<file path="src/verilog/acs_cfg.svh">
// Purpose: named constants shared by both ends of the converter link
// Assumes: included by bare name from the package and the modules
// Notes: definitions only; the guard allows repeated inclusion
`ifndef ACS_CFG_SVH
`define ACS_CFG_SVH
// device register offsets (7-bit address space)
`define ACS_ADDR_CH0 7'h09
`define ACS_ADDR_CH1 7'h0E
`define ACS_ADDR_CH2 7'h13
`define ACS_ADDR_CH3 7'h18
`define ACS_ADDR_CRC 7'h3E
// channel configuration reset value and read mask (bits 5:3 read zero)
`define ACS_CFG_RST 16'h0000
`define ACS_CFG_RMASK 16'hFFC7
// input selector codes
`define ACS_MUX_NORM 2'h0
`define ACS_MUX_SHORT 2'h1
`define ACS_MUX_POS 2'h2
`define ACS_MUX_NEG 2'h3
// dc test levels and a shorted input result
`define ACS_TEST_POS 16'h2000
`define ACS_TEST_NEG 16'hE000
`define ACS_ZERO16 16'h0000
// register map checksum: polynomial and seed
`define ACS_CRC_POLY 16'h1021
`define ACS_CRC_INIT 16'hFFFF
// frame: six 16-bit words; the first two carry command and write data
`define ACS_FRAME_BITS 7'h60
`define ACS_CMD_BITS 7'h20
// command word fields
`define ACS_CMD_WR 15
`define ACS_CMD_AHI 14
`define ACS_CMD_ALO 8
// status word bits
`define ACS_ST_RESYNC 15
`define ACS_ST_FRESH 14
// external_clock_input periods per conversion, minus one
`define ACS_CONV_LAST 8'h0F
// divider half periods in system clocks, minus one
`define ACS_SCLK_LAST 4'h3
`define ACS_EXTERNAL_CLOCK_INPUT_LAST 4'h1
// host register addresses
`define ACS_H_CTRL 4'h0
`define ACS_H_CMD 4'h1
`define ACS_H_WDAT 4'h2
`define ACS_H_STAT 4'h3
`define ACS_H_RESP 4'h4
`define ACS_H_CH0 4'h5
`define ACS_H_CH1 4'h6
`define ACS_H_CH2 4'h7
`define ACS_H_CH3 4'h8
// lowest bit of the status word within a received frame
`define ACS_STAT_LSB 80
`define ACS_H_IST 4'h9
`define ACS_H_MASK 4'hA
`define ACS_H_PER 4'hB
// host control bits and interrupt bits
`define ACS_CTRL_START 0
`define ACS_CTRL_SYNC 1
`define ACS_IRQ_DONE 0
`define ACS_IRQ_RESYNC 1
`define ACS_IRQ_DATA_READY_PIN 2
`define ACS_IRQ_PERIOD 3
`endif

</file>
<file path="src/verilog/acs_pkg.sv">
// Purpose: state types of both link ends
// Assumes: acs_cfg.svh holds the numbers
// Notes: each module keeps all of its state in one packed struct
`default_nettype none
`include "acs_cfg.svh"
package acs_pkg;
	// device end state
	typedef struct packed {
		logic [3:0][15:0] cfg; // channel configuration words
		logic [15:0] crc; // register map checksum
		logic [3:0][15:0] res; // conversion result buffer
		logic [15:0] resp; // register read answer for next frame
		logic [95:0] out_sh; // outgoing frame shifter
		logic [31:0] in_sh; // command and write data
		logic [6:0] bits; // sclk rises seen in this frame
		logic [7:0] conv_cnt; // external_clock_input periods in conversion
		logic external_clock_input_q;
		logic sync_q;
		logic cs_q;
		logic sclk_q;
		logic read_done; // last result fully clocked out
		logic resync; // resynchronisation flag
		logic data_ready_pin_n;
		logic dout;
		logic dout_oe_n;
	} acs_dev_st_t;
	// host sequencer states
	typedef enum logic [1:0] {ACS_H_IDLE, ACS_H_XFER} acs_hstate_t;
	// host end state
	typedef struct packed {
		acs_hstate_t st;
		logic [15:0] cmd;
		logic [15:0] wdat;
		logic [15:0] rdata;
		logic [15:0] periods;
		logic [95:0] tx;
		logic [95:0] rx;
		logic [95:0] rx_hold;
		logic [6:0] bits;
		logic [3:0] div;
		logic [3:0] cdiv;
		logic [3:0] ist;
		logic [3:0] mask;
		logic [7:0] pcnt;
		logic external_clock_input;
		logic sync_n;
		logic cs_n;
		logic sclk;
		logic din;
		logic sync_req;
		logic data_ready_pin_q;
		logic irq;
	} acs_host_st_t;
endpackage : acs_pkg
`default_nettype wire

</file>
<file path="src/verilog/acs_link_if.sv">
// Purpose: serial link between converter and host controller
// Assumes: one system clock drives both ends
// Notes: the data-out line is resolved here from its enable
`timescale 1ns/1ns
`default_nettype none
interface acs_link_if;
	logic external_clock_input; // conversion clock from host
	logic sync_n; // sync/reset pin
	logic cs_n; // chip select
	logic sclk; // serial clock
	logic din; // host to device data
	logic dout; // device data out, valid when enabled
	logic dout_oe_n; // low while device drives dout
	logic data_ready_pin_n; // data ready
	logic dout_line; // resolved wire, driven low when released
	assign dout_line = dout_oe_n ? 1'b0 : dout;
	modport dev(input external_clock_input, input sync_n, input cs_n, input sclk,
		input din, output dout, output dout_oe_n, output data_ready_pin_n);
	modport host(output external_clock_input, output sync_n, output cs_n, output sclk,
		output din, input dout_line, input data_ready_pin_n);
endinterface : acs_link_if
`default_nettype wire

</file>
<file path="src/verilog/acs_dev.sv">
// Purpose: converter end: channel config, checksum, sync and frames
// Assumes: link inputs are synchronous to i_clk
// Notes: external_clock_input and sclk are sampled and edge detected, not clocks
//
// Operation
// selector picks pair, short, plus or minus test
// checksum register shows sixteen-bit map checksum
// misaligned sync sets resync flag again
// sync is an alignment check, host pulses aligned
// data read only after full frame; else repeated
// host clocks out every word of each frame
// host may count external_clock_input periods for timing
// host uses sync or data ready to stay aligned
// tied chip select needs both data checksums
// data out released while chip select high
//
// Added by the designer: the strobed register port.
`timescale 1ns/1ns
`default_nettype none
`include "acs_cfg.svh"
module acs_dev import acs_pkg::*; (
	input wire logic i_clk,
	input wire logic i_reset,
	input wire logic [3:0][15:0] i_ain, // digitised pair per channel
	output logic [3:0][1:0] o_chan_sel, // selector per channel
	output logic o_resync_flag,
	acs_link_if.dev lnk
);
	acs_dev_st_t s_r; // registered state
	acs_dev_st_t s_nxt; // next state
	logic clk_rise; // external_clock_input rising seen this cycle
	logic sync_fall; // sync pin falling seen this cycle
	logic cs_fall;
	logic cs_rise;
	logic sclk_rise;
	logic sclk_fall;
	logic conv; // a conversion period ends
	logic [15:0] cmd; // received command word
	logic [15:0] wdat; // received write data
	logic [6:0] addr; // command address
	logic [2:0] chan_hit; // channel decode, hit in the top bit

	// map an address onto a channel index; hit is the top bit
	function automatic logic [2:0] acs_chan(input logic [6:0] a);
		unique case (a)
			`ACS_ADDR_CH0: acs_chan = 3'h4;
			`ACS_ADDR_CH1: acs_chan = 3'h5;
			`ACS_ADDR_CH2: acs_chan = 3'h6;
			`ACS_ADDR_CH3: acs_chan = 3'h7;
			default: acs_chan = 3'h0;
		endcase
	endfunction : acs_chan

	// result of one channel for its selector setting
	function automatic logic [15:0] acs_sample(input logic [1:0] sel,
		input logic [15:0] raw);
		unique case (sel)
			`ACS_MUX_NORM: acs_sample = raw;
			`ACS_MUX_SHORT: acs_sample = `ACS_ZERO16;
			`ACS_MUX_POS: acs_sample = `ACS_TEST_POS;
			`ACS_MUX_NEG: acs_sample = `ACS_TEST_NEG;
		endcase
	endfunction : acs_sample

	// crc over all configuration words, channel 3 msb first
	function automatic logic [15:0] acs_crc(input logic [63:0] d);
		logic [15:0] r;
		logic fb;
		r = `ACS_CRC_INIT;
		fb = 1'b0;
		for (int i = 63; i >= 0; i--) begin
			fb = r[15] ^ d[i];
			r = {r[14:0], 1'b0};
			if (fb) begin
				r = r ^ `ACS_CRC_POLY;
			end
		end
		acs_crc = r;
	endfunction : acs_crc

	// next state: edges, conversions, sync check and the serial frame
	always_comb begin
		s_nxt = s_r;
		clk_rise = lnk.external_clock_input & ~s_r.external_clock_input_q;
		sync_fall = ~lnk.sync_n & s_r.sync_q;
		cs_fall = ~lnk.cs_n & s_r.cs_q;
		cs_rise = lnk.cs_n & ~s_r.cs_q;
		sclk_rise = ~lnk.cs_n & lnk.sclk & ~s_r.sclk_q;
		sclk_fall = ~lnk.cs_n & ~lnk.sclk & s_r.sclk_q;
		conv = 1'b0;
		cmd = s_r.in_sh[31:16];
		wdat = s_r.in_sh[15:0];
		addr = cmd[`ACS_CMD_AHI:`ACS_CMD_ALO];
		chan_hit = acs_chan(addr);
		s_nxt.external_clock_input_q = lnk.external_clock_input;
		s_nxt.sync_q = lnk.sync_n;
		s_nxt.cs_q = lnk.cs_n;
		s_nxt.sclk_q = lnk.sclk;
		// checksum tracks the map one cycle behind every write
		s_nxt.crc = acs_crc(s_r.cfg);
		// frame start: snapshot status, answer and held results
		if (cs_fall) begin
			s_nxt.bits = 7'h00;
			s_nxt.out_sh = {s_r.resync, ~s_r.data_ready_pin_n, 14'h0000, s_r.resp,
				s_r.res[0], s_r.res[1], s_r.res[2], s_r.res[3]};
			s_nxt.dout = s_r.resync;
			s_nxt.dout_oe_n = 1'b0;
		end
		// sample din on sclk rise; only the first two words matter
		if (sclk_rise && s_r.bits != `ACS_FRAME_BITS) begin
			s_nxt.bits = s_r.bits + 7'h01;
			if (s_r.bits < `ACS_CMD_BITS) begin
				s_nxt.in_sh = {s_r.in_sh[30:0], lnk.din};
			end
		end
		// advance dout on sclk fall
		if (sclk_fall) begin
			s_nxt.dout = s_r.out_sh[94];
			s_nxt.out_sh = {s_r.out_sh[94:0], 1'b0};
		end
		// frame end: released bus; only a complete frame counts
		if (cs_rise) begin
			s_nxt.dout_oe_n = 1'b1;
			if (s_r.bits == `ACS_FRAME_BITS) begin
				s_nxt.read_done = 1'b1;
				s_nxt.data_ready_pin_n = 1'b1;
				s_nxt.resync = 1'b0; // status was delivered
				if (cmd[`ACS_CMD_WR] && chan_hit[2]) begin
					s_nxt.cfg[chan_hit[1:0]] = wdat;
				end
				// answer read back in the next frame
				if (chan_hit[2]) begin
					s_nxt.resp = s_r.cfg[chan_hit[1:0]] &
						`ACS_CFG_RMASK;
				end else if (addr == `ACS_ADDR_CRC) begin
					s_nxt.resp = s_r.crc;
				end else begin
					s_nxt.resp = `ACS_ZERO16;
				end
			end
		end
		// conversion period counted on external_clock_input rises
		if (clk_rise) begin
			if (s_r.conv_cnt == `ACS_CONV_LAST) begin
				s_nxt.conv_cnt = 8'h00;
				conv = 1'b1;
			end else begin
				s_nxt.conv_cnt = s_r.conv_cnt + 8'h01;
			end
		end
		// sync is a check: aligned only at the period boundary edge
		if (sync_fall && !(clk_rise && s_r.conv_cnt == `ACS_CONV_LAST))
		begin
			s_nxt.conv_cnt = 8'h00;
			s_nxt.resync = 1'b1;
		end
		// unread results are kept so the same data go out again
		if (conv && s_nxt.read_done) begin
			for (int i = 0; i < 4; i++) begin
				s_nxt.res[i] = acs_sample(s_r.cfg[i][1:0], i_ain[i]);
			end
			s_nxt.read_done = 1'b0;
			s_nxt.data_ready_pin_n = 1'b0;
		end
	end

	// state register
	always_ff @(posedge i_clk or posedge i_reset) begin
		if (i_reset) begin
			s_r <= '0;
			s_r.read_done <= 1'b1; // first conversion loads at once
			s_r.data_ready_pin_n <= 1'b1;
			s_r.dout_oe_n <= 1'b1;
			s_r.cs_q <= 1'b1;
			s_r.sync_q <= 1'b1;
		end else begin
			s_r <= s_nxt;
		end
	end

	// outputs straight from the state register
	always_comb begin
		for (int i = 0; i < 4; i++) begin
			o_chan_sel[i] = s_r.cfg[i][1:0];
		end
	end
	assign o_resync_flag = s_r.resync;
	assign lnk.dout = s_r.dout;
	assign lnk.dout_oe_n = s_r.dout_oe_n;
	assign lnk.data_ready_pin_n = s_r.data_ready_pin_n;
endmodule : acs_dev
`default_nettype wire

</file>
<file path="src/flat_wrapper.sv">
// flat-port wrapper written by rule: the top's interface ports become plain ports
module acs_dev_flat import acs_pkg::*;
  (i_clk, i_reset, i_ain, o_chan_sel, o_resync_flag, lnk_external_clock_input, lnk_sync_n, lnk_cs_n, lnk_sclk, lnk_din, lnk_dout, lnk_dout_oe_n, lnk_data_ready_pin_n);
  acs_link_if lnk_i ();
  input wire logic i_clk;
  input wire logic i_reset;
  input wire logic [3:0][15:0] i_ain;
  output logic [3:0][1:0] o_chan_sel;
  output logic o_resync_flag;
  input wire logic [$bits(lnk_i.external_clock_input)-1:0] lnk_external_clock_input;
  input wire logic [$bits(lnk_i.sync_n)-1:0] lnk_sync_n;
  input wire logic [$bits(lnk_i.cs_n)-1:0] lnk_cs_n;
  input wire logic [$bits(lnk_i.sclk)-1:0] lnk_sclk;
  input wire logic [$bits(lnk_i.din)-1:0] lnk_din;
  output wire logic [$bits(lnk_i.dout)-1:0] lnk_dout;
  output wire logic [$bits(lnk_i.dout_oe_n)-1:0] lnk_dout_oe_n;
  output wire logic [$bits(lnk_i.data_ready_pin_n)-1:0] lnk_data_ready_pin_n;
  assign lnk_i.external_clock_input = lnk_external_clock_input;
  assign lnk_i.sync_n = lnk_sync_n;
  assign lnk_i.cs_n = lnk_cs_n;
  assign lnk_i.sclk = lnk_sclk;
  assign lnk_i.din = lnk_din;
  assign lnk_dout = lnk_i.dout;
  assign lnk_dout_oe_n = lnk_i.dout_oe_n;
  assign lnk_data_ready_pin_n = lnk_i.data_ready_pin_n;
  acs_dev u_core (.i_clk(i_clk), .i_reset(i_reset), .i_ain(i_ain), .o_chan_sel(o_chan_sel), .o_resync_flag(o_resync_flag), .lnk(lnk_i));
endmodule
</file>
<file path="config.mk">
export PLATFORM = sky130hd
export DESIGN_NAME = acs_dev_flat
export DESIGN_NICKNAME = d
export VERILOG_FILES = /design/src/verilog/acs_pkg.sv /design/src/verilog/acs_link_if.sv /design/src/verilog/acs_dev.sv /design/src/flat_wrapper.sv
export VERILOG_INCLUDE_DIRS = /design/src /design/src/verilog
export SDC_FILE = /design/constraint.sdc
export NUM_CORES = 1
export LEC_CHECK = 0
export ABC_AREA = 1
export BUFFER_PORTS_ARGS = -buffer_cell sky130_fd_sc_hd__buf_2
export CELL_PAD_IN_SITES_DETAIL_PLACEMENT = 0
export CELL_PAD_IN_SITES_GLOBAL_PLACEMENT = 1
export CORE_UTILIZATION = 43
export DETAILED_ROUTE_END_ITERATION = 16
export PLACE_DENSITY_LB_ADDON = 0.1
export SLEW_MARGIN = 20
export SYNTH_ARGS = -nofsm -noshare
export SYNTH_HDL_FRONTEND = slang
export SYNTH_SLANG_ARGS = --single-unit
export TNS_END_PERCENT = 50
</file>
<file path="constraint.sdc">
create_clock -name i_clk -period 13.3 [get_ports i_clk]
set_input_delay 1.995 -clock i_clk [delete_from_list [all_inputs] [get_ports i_clk]]
set_output_delay 1.995 -clock i_clk [all_outputs]
set_load 0.01 [all_outputs]
</file>
### Word-level counts from Yosys, hierarchy flattened

Cells that the tools add are included.

| storage, ports and cells | value |
|---|---|
| register bits | 311 |
| bits of input ports | 71 |
| logic and storage cells | 306 |

| operators by class | value |
|---|---|
| $add $sub $neg | 2 |
| $lt $le $gt $ge | 3 |
| equal/unequal tests | 20 |
| multiplexer cells | 93 |
| bitwise logic cells | 141 |
| reduce and logical (&&, ||, !) cells | 24 |

Operator list:

| kind | number |
|---|---|
| 13-bit 2-to-1 mux | 64 |
| 16-bit one-hot mux with 4 select lines | 4 |
| 95-bit 2-to-1 mux | 2 |
| 3-bit NOT | 63 |
| 64-bit bitwise mux | 1 |
| 16-bit 2-to-1 mux | 4 |
| 1-bit bitwise XOR | 60 |
| 16-bit binary-select mux with 2-bit select | 1 |
| 16-bit demux with 2-bit select | 1 |
| 8-bit 2-to-1 mux | 3 |
| 2-bit equality test, second input constant | 8 |
| 2-bit nonzero test | 8 |
| 7-bit by 4-bit equality test with 1-bit output, second input constant | 2 |
| 7-bit by 5-bit equality test with 1-bit output, second input constant | 2 |
| 7-bit 2-to-1 mux | 2 |
| 3-bit one-hot mux with 4 select lines | 1 |
| 8-bit by 1-bit adder with 8-bit output, second input constant | 1 |
| 1-bit bitwise AND | 8 |
| 2-bit by 1-bit equality test with 1-bit output, second input constant | 4 |
| 8-bit by 4-bit equality test with 1-bit output, second input constant | 1 |
| 2-bit zero test | 4 |
| 2-bit AND reduction | 4 |
| 7-bit by 1-bit adder with 7-bit output, second input constant | 1 |
| 7-bit by 6-bit equality test with 1-bit output, second input constant | 1 |
| other kinds (13) | 33 |

### Longest topological paths before layout

| logic depth | value |
|---|---|
| depth after elaboration | 127 |
| mapped depth | 34 |

### Least setup slack after synthesis

No wires, ideal clock.

| timing | value |
|---|---|
| path type | input -> register |
| from | input port lnk_cs_n |
| to | register u_core.s_r[182] (netlist bit) |
| arrival | 3.616 ns |
| path slack | 9.543 ns |
| stages | 9 |
| buffers on the path | 2 |
| path through | ha_1 > inv_1 > nor2_1 > or2_2 > inv_1 > nor2_1 > clkbuf_1 > buf_1 > a31oi_1 |

| on the way | value |
|---|---|
| word-level cells in the longest chain between the ends | 3 |

RTL lines:

| what | line | RTL |
|---|---|---|
| start: declaration | flat_wrapper.sv:12 | `input wire logic [$bits(lnk_i.cs_n)-1:0] lnk_cs_n;` |
| 1-bit bitwise AND | acs_dev.sv:87 | `cs_rise = lnk.cs_n & ~s_r.cs_q;` |
| 3-bit 2-to-1 mux | acs_dev.sv:122 | `if (cs_rise) begin` |
| 1-bit logical AND | acs_dev.sv:158 | `if (conv && s_nxt.read_done) begin` |
| end signal: assignment | acs_dev.sv:177 | `s_r <= s_nxt;` |
| end: declaration | acs_dev.sv:29 | `acs_dev_st_t s_r;` |

Every way passes these cells. The select of a mux whose other input is x is not followed.
A chain may end at the register's enable or synchronous reset.

### Worst setup path after layout

| timing | value |
|---|---|
| from | input port lnk_cs_n |
| to | register u_core.s_r[197] (netlist bit) |

| on the way | value |
|---|---|
| word-level cells in the longest chain between the ends | 3 |

RTL lines:

| what | line | RTL |
|---|---|---|
| 1-bit bitwise AND | acs_dev.sv:87 |  |
| net u_core.cs_rise | acs_dev.sv:34 | `logic cs_rise;` |
| 3-bit 2-to-1 mux | acs_dev.sv:122 |  |
| 1-bit logical AND | acs_dev.sv:158 |  |

The timed path passes the listed nets, and every way through them passes these cells. The select of a mux whose other input is x is not followed.

==> impl_results.md <==
* Status: complete, no violations
* Slew headroom at 0.276
* Die height at 197 microns
* Simple-Gate Fraction of Synth Area at 0.304
* Reg-to-reg startpoint: u_core.s_r[309]
* Fmax at 222 MHz
* Clock share of power at 0.471
* Count of cells resized by post-cts repair at 0
* Mean Syn Cell Area at 7.89 sq um
* Reg area at between 0.007 and 0.008 sq mm
* DIE AREA at 0.0390 sq mm
* Clock sink count at 311
* DRT Pass-1 Iters at 7
* Worst endpoint required time at between 10000 and 15000 ps
* Setup violators final at 0
* Buf/Inv on CP at 6
* Final WL at 44200 microns
* Post-CTS Setup Repair Bufs at 0
* Critical Path Start Type: input port
* DR WL/cell at between 15 and 20 microns
* Xor and xnor area share after synthesis at 0.0152
* Largest family of logic cells by synthesized area: simple AND/OR/NAND/NOR gates
* Buffers on Ports at 82
* RSZ-0062 raised after global routing: no
* Syn-to-layout area delta at 12.3%
* Crit path DAT at 4960 ps
* Residual DRC count at 0
* Clock root buffer master: clkbuf_16
* Synth Cell Area at approximately 0.016 sq mm
* Final hold vios at 0
* Starting Density at 0.436
* Critical-path cell list: buf_2, ha_1, inv_1, nor2_1, buf_4, or2_2, inv_1, nor2_4, buf_4, clkinv_2, o21ai_0
* Power per Cell Area at around 110 mW/mm^2
* CP peak stage delay at 930 ps
* Flops & latches, synth at just over 300
* Sw frac at 0.245
* Setup total negative slack at 0 ps
* Vias at 13800
* Setup Skew at 20.2 ps
* Global placement routability congestion at between 0.8 and 0.9
* Sequential Power Share at 0.470
* Post-synth EDFFs at 0
* Peak supply drop at 87.5 uV
* Share of cells above drive strength 1 at 0.146
* Antenna-violating nets left at 0
* R2R cell count at 30
* Worst Tran Pin Value at 1080 ps
* Synthesized-area fraction occupied by adder cells at 0.00381
* P_leak at 9.02 nW
* Syn Inst Count at between 2000 and 2500
* Top post-synthesis cells by area: dfrtp_1 47%, nand2_1 13%, nand3_1 9.2%
* Synth Area in Compound Gates at 0.114
* DR vias/cell at 5.19
* I/O pin count at 83
* All-layer global routing usage at 0.236
* Setup CP Type: in2reg
* NetSw at 0.000518 W
* Fillers at 3709
* Final Critical Period at 4510 ps
* Maximum clock path buffer count at 3
* Ys async rst share at 1.00
* DIE WIDTH at 197 microns
* Worst min path class: reg2reg
* CP Capture Type: flop
* Htree depth at 2
* Mux cell area share after synthesis at 0.000686
* Layout Utilization at 0.490
* Max-slew violations at 0
* Fin worst setup slack at 8790 ps
* Global-route wire length before repair at 72100 microns
* WP depth at 11
* Row count at between 70 and 80
* MaxCap Viol Count at 0
* Minimum hold slack at between 400 and 500 ps
* Synth Flop Type: dfrtp_1
* Top cell type's share of synthesized area at 0.466
* Hold path depth at 2
* Drt initial violations at 733
* Cell variety after synth at 40
* Ys Warns at 0
* Multi-input logic area at 0.00726 sq mm
* Gate power share at 0.060
* Critical-path top delay cell: clkinv_2
* Initial antenna violation count at 1
* Power Internal at 0.00159 W
* Cts bufs inserted at 36
* Worst min-delay path startpoint: u_core.s_r[203]
* Worst setup path start: lnk_cs_n
* CTS tree: done
* Hold Buf Count CTS at 0
* Worst skew pair latency at 560 ps
* Final cycle utilization of the critical path at 0.339
* Final nets at roughly 2200
* Syn_nets at between 2000 and 2500
* Clock slew seen by the registers of the worst setup and hold paths at 60 ps
* Core Region at between 0.03 and 0.04 sq mm
* Largest net degree at the start of global routing at 107
* Pre-CTS setup slack at 8300 ps
* Area leader, netlist: dfrtp_1
* Total grt overflow at 0
* Worst Path Max Fanout at 69
* Crit path max-delay family: buffers and inverters
* Vias in the first global route at between 10000 and 15000
* Placed wire-length estimate at between 30000 and 40000 microns
* Post-synthesis sequential area ratio at 0.474
[synthesized netlist by cell type (2+ instances only)]
library cell / number
nand2_1: 558
dfrtp_1: 306
nand3_1: 301
inv_1: 260
o21ai_0: 117
o221ai_1: 81
clkbuf_1: 72
nand2_2: 68
nor2_1: 68
o22ai_1: 36
nand3_2: 33
a21oi_1: 30
inv_2: 25
nand2_4: 18
xor2_1: 15
a2bb2oi_1: 12
a31oi_1: 9
buf_4: 9
buf_1: 8
xnor2_1: 8
nor4_1: 6
dfstp_2: 5
ha_1: 5
nand4_1: 5
nand3b_1: 4
nor3_1: 3
a22oi_1: 2
and3_1: 2
clkinv_1: 2
o21ai_1: 2
or2_2: 2
xnor2_2: 2
[power by group through the flow]
stage,clock [W],sequential (W),combinational [W]
CTS,0.00102,0.000990,0.000129
floorplan,0,0.00100,0.0000766
finish,0.000993,0.000991,0.000126
global placement,0,0.00101,0.000126
detailed placement,0,0.00101,0.000128
global route,0.00106,0.000994,0.000142
[flip-flops by register name (all words and copies together), names as in the netlist]
| register | cells |
|---|---|
| u_core.addr | 7 |
| u_core.cmd | 9 |
| u_core.lnk.data_ready_pin_n | 1 |
| u_core.lnk.dout | 1 |
| u_core.lnk.dout_oe_n | 1 |
| u_core.o_chan_sel | 8 |
| u_core.o_resync_flag | 1 |
| u_core.s_r | 283 |
[metal layers]
layer	track usage	vias to the layer above	share of wire
met3	0.0324	76	0.039
li1	-	6912	-
met2	0.383	240	0.46
met4	0.0887	0	0.031
met5	0	-	0
met1	0.321	6570	0.47
[cell usage in the layout (no fill, tap or decap), drive strengths merged, types with 36 or more instances in the layout]
| cell | Yosys | final |
|---|---|---|
| nand2 | 644 | 644 |
| nand3 | 334 | 334 |
| o221ai | 81 | 81 |
| buf | 18 | 91 |
| inv | 285 | 288 |
| o21ai | 119 | 119 |
| o22ai | 36 | 36 |
| nor2 | 68 | 68 |
| dfrtp | 306 | 306 |
| clkbuf | 72 | 55 |
[cells by family after synthesis]
family	Yosys count
xor+xnor	26
mux	1
compound gates	291
simple gates	1071
fa+ha+maj	5
flops	311
buf+inv	377
[worst paths after layout]
kind / end / slack [ps]
max: u_core.s_r[197] / 8790
min: u_core.s_r[203] / 480
max reg2reg: u_core.s_r[247] / 9490
min reg2reg: u_core.s_r[203] / 480
max in group asynchronous: u_core.s_r[167] / 9580
min in group asynchronous: u_core.s_r[21] / 1540
[worst min-delay path, cell delays in order, from the launching register on]
cell	delay [ps]
dfrtp_1	340
nand2_1	50
nand2_1	60
[stage by stage]
step                instance area [sq um]  total power (W)  cells
floorplan                           16400          0.00108   2082
global placement                    17200          0.00113   2594
detailed placement                  17200          0.00114   2594
CTS                                 18400          0.00214   2659
global route                        18400          0.00219   2660
finish                              18400          0.00211   2660
[final cells by class]
| class | count | share of cell area |
|---|---|---|
| well taps | 511 | 0.0347 |
| inverters | 287 | 0.0589 |
| clock buffers | 55 | 0.0571 |
| multi-input cells | 1394 | 0.393 |
| diodes | 1 | 0.000136 |
| clock inverters | 10 | 0.00739 |
| repair buffers | 91 | 0.0261 |
| flip-flops and latches | 311 | 0.422 |
Power figures use the tool's default switching activity.
